File: src/rtl/tpgio_defs.vh
`ifndef TPGIO_DEFS_VH
`define TPGIO_DEFS_VH
// Register offsets (byte addresses on the register port)
`define TPGIO_OFS_A_LATCH 8'h00
`define TPGIO_OFS_B_LATCH 8'h01
`define TPGIO_OFS_C_LATCH 8'h02
`define TPGIO_OFS_A_DIR 8'h04
`define TPGIO_OFS_B_DIR 8'h05
`define TPGIO_OFS_C_DIR 8'h06
`define TPGIO_OFS_A_PULL 8'h08
`define TPGIO_OFS_C_PULL 8'h0a
`define TPGIO_OFS_KBD_EN 8'h0c
`define TPGIO_OFS_KBD_POL 8'h0d
`define TPGIO_OFS_ADC_SEL 8'h0e
// Reset values
`define TPGIO_RST_DIR 8'h00
`define TPGIO_RST_PULL 8'h00
`define TPGIO_RST_KBD 8'h00
`define TPGIO_RST_ADC 8'h1f
// ADC channel select field
`define TPGIO_ADC_SEL_W 5
`define TPGIO_ADC_A_BASE 5'h08
`endif

File: src/rtl/tpgio_top.v
// Function
// - Data latches per pin, untouched by reset
// - Direction one enables output buffer driving latch
// - Reset clears all direction bits
// - Direction bits readable, writable, per pin
// - Port A read: output bits give latch
// - Port B read: output bits give latch
// - Input bits read synchronised pin level
// - Latch writes always land, input unaffected
// - Port A pullup when enabled and input
// - Output direction disables pullup always
// - Keyboard enable makes port A pin interrupt
// - Keyboard pins pick pullup/pulldown from polarity
// - ADC selected pin forced analog input
// - Port B eight bits, no pullups
// - Port C only seven bits
// - Port C read: latch or pin level
// - Port C pullups only for enabled inputs
`timescale 1ns/1ps
`default_nettype none
`include "tpgio_defs.vh"
module tpgio_top #(
    parameter A_W = 8,
    parameter B_W = 8,
    parameter C_W = 7
) (
    // Clock and reset
    input wire clk,
    input wire arst_n,
    // Register port
    input wire [7:0] reg_addr,
    input wire [7:0] reg_wdata,
    input wire reg_wr,
    input wire reg_rd,
    output reg [7:0] reg_rdata,
    // Port A pins
    input wire [A_W-1:0] first_port_in,
    output reg [A_W-1:0] first_port_out,
    output reg [A_W-1:0] first_port_oe,
    output reg [A_W-1:0] first_port_pullup,
    output reg [A_W-1:0] first_port_pulldown,
    output reg [A_W-1:0] analog_inputs_upper,
    output reg [A_W-1:0] keyboard_inputs,
    // Port B pins
    input wire [B_W-1:0] second_port_in,
    output reg [B_W-1:0] second_port_out,
    output reg [B_W-1:0] second_port_oe,
    output reg [B_W-1:0] analog_inputs_lower,
    // Port C pins
    input wire [C_W-1:0] third_port_in,
    output reg [C_W-1:0] third_port_out,
    output reg [C_W-1:0] third_port_oe,
    output reg [C_W-1:0] third_port_pullup
);

// ----------------------------------------
// State
// ----------------------------------------
reg [A_W-1:0] first_port_latch_r;
reg [B_W-1:0] second_port_latch_r;
reg [C_W-1:0] third_port_latch_r;
reg [A_W-1:0] first_port_direction_r;
reg [B_W-1:0] second_port_direction_r;
reg [C_W-1:0] third_port_direction_r;
reg [A_W-1:0] first_port_pullup_enable_r;
reg [C_W-1:0] third_port_pullup_enable_r;
reg [A_W-1:0] keyboard_pin_enables_r;
reg [A_W-1:0] keyboard_polarity_r;
reg [`TPGIO_ADC_SEL_W-1:0] adc_sel_r;
wire [A_W-1:0] a_sync;
wire [B_W-1:0] b_sync;
wire [C_W-1:0] c_sync;
reg [7:0] rdata_nxt;
reg [A_W-1:0] a_analog;
reg [B_W-1:0] b_analog;

// ----------------------------------------
// Reset values at register width
// ----------------------------------------
localparam [7:0] RST_DIR8 = `TPGIO_RST_DIR;
localparam [7:0] RST_PULL8 = `TPGIO_RST_PULL;
localparam [7:0] RST_KBD8 = `TPGIO_RST_KBD;
localparam [7:0] RST_ADC8 = `TPGIO_RST_ADC;

// Latch or synchronised pin per bit
function [7:0] port_view;
    input [7:0] dir;
    input [7:0] latch;
    input [7:0] pin;
    begin
        port_view = (dir & latch) | (~dir & pin);
    end
endfunction

// ----------------------------------------
// Pin synchronisers
// ----------------------------------------
// Only the second flop of each pair is read
genvar gs;
generate
    for (gs = 0; gs < A_W; gs = gs + 1) begin : g_sync_a
        reg meta_r;
        reg hold_r;
        always @(posedge clk or negedge arst_n) begin
            if (!arst_n) begin
                meta_r <= 1'b0;
                hold_r <= 1'b0;
            end else begin
                meta_r <= first_port_in[gs];
                hold_r <= meta_r;
            end
        end
        assign a_sync[gs] = hold_r;
    end

    for (gs = 0; gs < B_W; gs = gs + 1) begin : g_sync_b
        reg meta_r;
        reg hold_r;
        always @(posedge clk or negedge arst_n) begin
            if (!arst_n) begin
                meta_r <= 1'b0;
                hold_r <= 1'b0;
            end else begin
                meta_r <= second_port_in[gs];
                hold_r <= meta_r;
            end
        end
        assign b_sync[gs] = hold_r;
    end

    for (gs = 0; gs < C_W; gs = gs + 1) begin : g_sync_c
        reg meta_r;
        reg hold_r;
        always @(posedge clk or negedge arst_n) begin
            if (!arst_n) begin
                meta_r <= 1'b0;
                hold_r <= 1'b0;
            end else begin
                meta_r <= third_port_in[gs];
                hold_r <= meta_r;
            end
        end
        assign c_sync[gs] = hold_r;
    end
endgenerate

// ----------------------------------------
// Data latches, no reset
// ----------------------------------------
// Written whatever the direction bit
always @(posedge clk) begin
    if (reg_wr && reg_addr == `TPGIO_OFS_A_LATCH) begin
        first_port_latch_r <= reg_wdata[A_W-1:0];
    end
    if (reg_wr && reg_addr == `TPGIO_OFS_B_LATCH) begin
        second_port_latch_r <= reg_wdata[B_W-1:0];
    end
    if (reg_wr && reg_addr == `TPGIO_OFS_C_LATCH) begin
        third_port_latch_r <= reg_wdata[C_W-1:0];
    end
end

// ----------------------------------------
// Control registers
// ----------------------------------------
always @(posedge clk or negedge arst_n) begin
    if (!arst_n) begin
        // Narrow registers take the low bits of the reset value
        first_port_direction_r <= RST_DIR8[A_W-1:0];
        second_port_direction_r <= RST_DIR8[B_W-1:0];
        third_port_direction_r <= RST_DIR8[C_W-1:0];
        first_port_pullup_enable_r <= RST_PULL8[A_W-1:0];
        third_port_pullup_enable_r <= RST_PULL8[C_W-1:0];
        keyboard_pin_enables_r <= RST_KBD8[A_W-1:0];
        keyboard_polarity_r <= RST_KBD8[A_W-1:0];
        adc_sel_r <= RST_ADC8[`TPGIO_ADC_SEL_W-1:0];
    end else if (reg_wr) begin
        case (reg_addr)
            `TPGIO_OFS_A_DIR: begin
                first_port_direction_r <= reg_wdata[A_W-1:0];
            end
            `TPGIO_OFS_B_DIR: begin
                second_port_direction_r <= reg_wdata[B_W-1:0];
            end
            `TPGIO_OFS_C_DIR: begin
                third_port_direction_r <= reg_wdata[C_W-1:0];
            end
            `TPGIO_OFS_A_PULL: begin
                first_port_pullup_enable_r <= reg_wdata[A_W-1:0];
            end
            `TPGIO_OFS_C_PULL: begin
                third_port_pullup_enable_r <= reg_wdata[C_W-1:0];
            end
            `TPGIO_OFS_KBD_EN: begin
                keyboard_pin_enables_r <= reg_wdata[A_W-1:0];
            end
            `TPGIO_OFS_KBD_POL: begin
                keyboard_polarity_r <= reg_wdata[A_W-1:0];
            end
            `TPGIO_OFS_ADC_SEL: begin
                adc_sel_r <= reg_wdata[`TPGIO_ADC_SEL_W-1:0];
            end
            default: begin
            end
        endcase
    end
end

// ----------------------------------------
// Port read views
// ----------------------------------------
wire [7:0] a_view;
wire [7:0] b_view;
wire [7:0] c_view;
// Output bits show the latch, input bits the pin
assign a_view = port_view(first_port_direction_r, first_port_latch_r,
    a_sync);
assign b_view = port_view(second_port_direction_r, second_port_latch_r,
    b_sync);
assign c_view = port_view({1'b0, third_port_direction_r},
    {1'b0, third_port_latch_r}, {1'b0, c_sync});

// ----------------------------------------
// Read mux
// ----------------------------------------
always @* begin
    rdata_nxt = 8'h00;
    case (reg_addr)
        `TPGIO_OFS_A_LATCH: rdata_nxt = a_view;
        `TPGIO_OFS_B_LATCH: rdata_nxt = b_view;
        `TPGIO_OFS_C_LATCH: rdata_nxt = c_view;
        `TPGIO_OFS_A_DIR: rdata_nxt = first_port_direction_r;
        `TPGIO_OFS_B_DIR: rdata_nxt = second_port_direction_r;
        `TPGIO_OFS_C_DIR: rdata_nxt = {1'b0, third_port_direction_r};
        `TPGIO_OFS_A_PULL: rdata_nxt = first_port_pullup_enable_r;
        `TPGIO_OFS_C_PULL: rdata_nxt = {1'b0, third_port_pullup_enable_r};
        `TPGIO_OFS_KBD_EN: rdata_nxt = keyboard_pin_enables_r;
        `TPGIO_OFS_KBD_POL: rdata_nxt = keyboard_polarity_r;
        `TPGIO_OFS_ADC_SEL: rdata_nxt = {3'h0, adc_sel_r};
        default: rdata_nxt = 8'h00;
    endcase
end

// Read data stands one cycle, zero otherwise
always @(posedge clk or negedge arst_n) begin
    if (!arst_n) begin
        reg_rdata <= 8'h00;
    end else if (reg_rd) begin
        reg_rdata <= rdata_nxt;
    end else begin
        reg_rdata <= 8'h00;
    end
end

// ----------------------------------------
// ADC channel decode
// ----------------------------------------
// One-hot pin of a converter channel within a port window
function [7:0] chan_pin;
    input [4:0] sel;
    input [4:0] base;
    reg [4:0] ofs;
    begin
        ofs = sel - base;
        chan_pin = 8'h00;
        if (sel >= base && ofs < 5'h08) begin
            chan_pin[ofs[2:0]] = 1'b1;
        end
    end
endfunction

always @* begin
    a_analog = chan_pin(adc_sel_r, `TPGIO_ADC_A_BASE);
    b_analog = chan_pin(adc_sel_r, 5'h00);
end

// ----------------------------------------
// Per-pin control, port A
// ----------------------------------------
wire [A_W-1:0] a_oe_nxt;
wire [A_W-1:0] a_pu_nxt;
wire [A_W-1:0] a_pd_nxt;
wire [A_W-1:0] a_kbd_nxt;
genvar ga;
generate
    for (ga = 0; ga < A_W; ga = ga + 1) begin : g_pin_a
        wire is_out;
        wire is_in;
        wire kbd_pin;
        wire kbd_low;
        assign is_out = first_port_direction_r[ga];
        // Converter-selected pin loses all digital control
        assign is_in = ~is_out & ~a_analog[ga];
        assign kbd_pin = keyboard_pin_enables_r[ga];
        assign kbd_low = keyboard_polarity_r[ga];
        assign a_oe_nxt[ga] = is_out & ~a_analog[ga];
        // Keyboard pin: polarity picks the pull
        assign a_pu_nxt[ga] = is_in & (kbd_pin ? ~kbd_low :
            first_port_pullup_enable_r[ga]);
        assign a_pd_nxt[ga] = is_in & kbd_pin & kbd_low;
        assign a_kbd_nxt[ga] = kbd_pin & ~a_analog[ga] & a_sync[ga];
    end
endgenerate

// ----------------------------------------
// Per-pin control, port B
// ----------------------------------------
wire [B_W-1:0] b_oe_nxt;
genvar gb;
generate
    for (gb = 0; gb < B_W; gb = gb + 1) begin : g_pin_b
        // No pull of any kind on this port
        assign b_oe_nxt[gb] = second_port_direction_r[gb] &
            ~b_analog[gb];
    end
endgenerate

// ----------------------------------------
// Per-pin control, port C
// ----------------------------------------
wire [C_W-1:0] c_oe_nxt;
wire [C_W-1:0] c_pu_nxt;
genvar gc;
generate
    for (gc = 0; gc < C_W; gc = gc + 1) begin : g_pin_c
        wire is_out;
        assign is_out = third_port_direction_r[gc];
        assign c_oe_nxt[gc] = is_out;
        // Pullup only while the pin is an input
        assign c_pu_nxt[gc] = ~is_out &
            third_port_pullup_enable_r[gc];
    end
endgenerate

// ----------------------------------------
// Pin drive
// ----------------------------------------
always @(posedge clk or negedge arst_n) begin
    if (!arst_n) begin
        first_port_out <= {A_W{1'b0}};
        first_port_oe <= {A_W{1'b0}};
        first_port_pullup <= {A_W{1'b0}};
        first_port_pulldown <= {A_W{1'b0}};
        analog_inputs_upper <= {A_W{1'b0}};
        keyboard_inputs <= {A_W{1'b0}};
        second_port_out <= {B_W{1'b0}};
        second_port_oe <= {B_W{1'b0}};
        analog_inputs_lower <= {B_W{1'b0}};
        third_port_out <= {C_W{1'b0}};
        third_port_oe <= {C_W{1'b0}};
        third_port_pullup <= {C_W{1'b0}};
    end else begin
        // Every pin output leaves a flop, one cycle behind
        first_port_out <= first_port_latch_r;
        first_port_oe <= a_oe_nxt;
        first_port_pullup <= a_pu_nxt;
        first_port_pulldown <= a_pd_nxt;
        analog_inputs_upper <= a_analog;
        keyboard_inputs <= a_kbd_nxt;
        second_port_out <= second_port_latch_r;
        second_port_oe <= b_oe_nxt;
        analog_inputs_lower <= b_analog;
        third_port_out <= third_port_latch_r;
        third_port_oe <= c_oe_nxt;
        third_port_pullup <= c_pu_nxt;
    end
end

endmodule
`default_nettype wire

File: config.mk
export PLATFORM = sky130hd
export DESIGN_NAME = tpgio_top
export DESIGN_NICKNAME = d
export VERILOG_FILES = /design/src/rtl/tpgio_top.v
export VERILOG_INCLUDE_DIRS = /design/src /design/src/rtl
export SDC_FILE = /design/constraint.sdc
export NUM_CORES = 1
export LEC_CHECK = 0
export BUFFER_PORTS_ARGS = -buffer_cell sky130_fd_sc_hd__buf_2
export CAP_MARGIN = 30
export CORE_MARGIN = 10
export CORE_UTILIZATION = 30
export DETAILED_ROUTE_END_ITERATION = 8
export SYNTH_ARGS = -nofsm -noshare
export SYNTH_HDL_FRONTEND = slang
export SYNTH_SLANG_ARGS = --single-unit
File: constraint.sdc
create_clock -name clk -period 1.8 [get_ports clk]
set_input_delay 0.36 -clock clk [delete_from_list [all_inputs] [get_ports clk]]
set_output_delay 0.36 -clock clk [all_outputs]
set_load 0.005 [all_outputs]
==> results_dict.tcl <==
set metrics [dict create \
    place_ws_ns -0.326 \
    max-slew-margin-rel_pct 68.7 \
    first_global_vias 5798 \
    grt_setup_unrepaired "false" \
    grt_max_degree 60 \
    drive_gt1_share_pct 39.3 \
    synth_nets 615 \
    finalClockSkew_ns 0.00475 \
    ir_drop_mv 0.761 \
    core-area_sq_um 27000 \
    antenna_found_initial 2 \
    numCtsBuffers 25 \
    cp_slowest_cell "dfstp_2" \
    drc_errors 0 \
    cpPeakStageDelay_ns 0.59 \
    drt_iter0_markers 376 \
    p_leak_nw 5.19 \
    place.gp.congestion 0.914 \
    nFillCells 2578 \
    start_util_pct 30.6 \
    finalHoldViolations 0 \
    dr.pass1.iters 5 \
    wl_per_cell_um 20.1 \
    finalPower_mw 11.2 \
    dieArea_sq_um 34600 \
    power_density_nw_per_um2 1030 \
    drt.antenna.violating_nets 0 \
    via_per_inst 4.67 \
    max_freq_ghz 0.579 \
    cp.required_ns 2.19 \
    syn_inst 572 \
    die-height_um 186 \
    slew_viol_final 0 \
    clkSinkCount 229 \
    worstMarginPinSlew_ns 0.468 \
    cts.clk_slew.worst_paths_ns 0.06 \
    die_width_um 186 \
    root_buffer "clkbuf_16" \
    crit_path_start_kind "register" \
    path_cells "inv_1 > or3_1 > nor2_1 > nor2b_1" \
    io_buffers 143 \
    overflow 0 \
    dp_hpwl_mm 17.2 \
    fin_crit_sh_pct 96.0 \
    wirelength_mm 23.3 \
    synth-seq-area-share_pct 70.8 \
    area_growth_pct 32.1 \
    cp-end-kind "register" \
    netlist_area_sq_um 8270 \
    period_needed_ns 1.73 \
    avgSynthCellArea_sq_um 14.5 \
    critPathKind "register to register" \
    vias 5423 \
    htree_levels 1 \
    seqCellArea_sq_um 5850 \
    grt.total_usage_pct 13.5 \
    hp-class "primary input to register" \
    synth_cell_types 44 \
    tritoncts "built" \
    clk_latency_ns 0.52 \
    io_pins 144 \
    post_cts_buffers 0 \
    synth_seq_cells 229 \
    cap_violations 0 \
    synth_edf_count 23 \
    std_cell_rows 60 \
    multi_input_area_sq_um 2330 \
    worst_slack_ns 0.0725 \
    critPathArrivalTime_ns 2.11 \
    yosys_most_used_dff "dfrtp_1" \
    final_nets 844 \
    clk_path_buf_depth 3 \
    grt_pass1_wl_mm 35.4 \
    synthArstFlopShare_pct 90.0 \
    finalSetupViolCount 0 \
    cp_max_fo 7 \
    ys_warn_count 0 \
    outcome "complete, no violations" \
]
synth_stat cells (all sizes together) (2+ instances only):
cell type	number	area share, %
or3	2	0.15
nor3	29	1.9
dfrtp	201	61
and3	6	0.45
nand2b	5	0.38
nor2	33	1.6
o2bb2ai	2	0.21
mux2	65	8.9
a31oi	9	0.68
dfstp	5	1.6
a221o	2	0.24
nor4	4	0.30
a21oi	3	0.18
a22oi	5	0.45
clkbuf	10	0.45
nor3b	3	0.27
buf	8	0.45
a41oi	3	0.32
o32a	3	0.36
nand2	33	1.5
o22ai	5	0.38
inv	13	0.59
o21ai	9	0.54
nor2b	27	2.0
mux2i	33	4.0
or2	2	0.15
nand3	12	0.85
edfxtp	23	8.4
or3b	3	0.32
a32oi	3	0.32
a22o	2	0.21
final cells by class:
| type | count | area share, % |
|---|---|---|
| antenna | 1 | 0.0229 |
| clock buffer | 38 | 6.91 |
| clock inverter | 7 | 0.561 |
| inverter | 13 | 0.447 |
| multi-input combinational | 312 | 21.3 |
| sequential | 229 | 53.6 |
| tap | 341 | 3.91 |
| timing repair buffer | 220 | 13.3 |
where the power goes:
part	switching [mW]	internal, mW
clock network	2.01	3.02
logic	0.377	0.304
registers	0.119	5.40
through the flow:
stage | setup TNS (ns) | instance area, sq um | cells | hold WS, ns | util [%]
2_1_floorplan | -2.57 | 8310 | 572 | 0.0644 | -
3_3_place_gp | -10.96 | 9870 | 1091 | 0.319 | 36.5
3_5_place_dp | -11.53 | 9870 | 1091 | 0.322 | 36.5
4_1_cts | 0 | 10900 | 1160 | 0.0999 | 40.4
5_1_grt | 0 | 10900 | 1160 | 0.126 | 40.4
6_report | 0 | 10900 | 1161 | 0.122 | 40.4
critical path: cells and delay by family, from the launching register on:
kind	cells	cell delay [ns]
flops	1	0.59
simple gates	3	0.92
buf+inv	1	0.08
final timing paths:
kind | from | endpoint | slack (ns) | cells past startpoint
min in group asynchronous | arst_n | g_sync_c[4].meta_r$_DFF_PN0_ | 0.33 | 2
setup reg to reg | adc_sel_r[0]$_DFFE_PN1P_ | second_port_oe[3]$_DFF_PN0_ | 0.07 | 4
max in group asynchronous | arst_n | adc_sel_r[2]$_DFFE_PN1P_ | 0.80 | 3
hold reg to reg | g_sync_a[6].meta_r$_DFF_PN0_ | g_sync_a[6].hold_r$_DFF_PN0_ | 0.35 | 0
hold / removal | reg_wdata[7] | second_port_latch_r[7]$_DFFE_PP_ | 0.12 | 1
setup / recovery | adc_sel_r[0]$_DFFE_PN1P_ | second_port_oe[3]$_DFF_PN0_ | 0.07 | 4
placed cells by master (no fill, tap or decap), drive strengths merged, types with 4 or more instances in the layout:
cell type / count
nor2b: 27
and3: 6
nand3: 12
o22ai: 5
o21ai: 9
dlygate4sd3: 24
mux2i: 33
a22oi: 5
nand2b: 5
nor4: 4
nor2: 33
clkbuf: 39
a31oi: 9
nor3: 29
clkinv: 5
buf: 195
mux2: 65
dfrtp: 201
edfxtp: 23
nand2: 33
dfstp: 5
inv: 14
layer usage:
metal	track usage, %	routed length [um]	part of all wire, %
met1	18.1	10400	44
met2	21.6	11000	47
met3	3.08	1490	6.4
met4	3.71	514	2.2
met5	0	13	0.056
logic make-up after synthesis:
family                 share of synthesized area (%)
flip-flops                                      70.8
AO/OA/AOI/OAI                                   4.30
buffers and inverters                           1.50
AND/OR/NAND/NOR                                 10.6
multiplexers                                    12.8
timing repair:
item	CTS	global route
resized for setup	0	0
hold endpoints to repair	58	0
hold buffers	24	0
(Power assumes the default switching activity.)
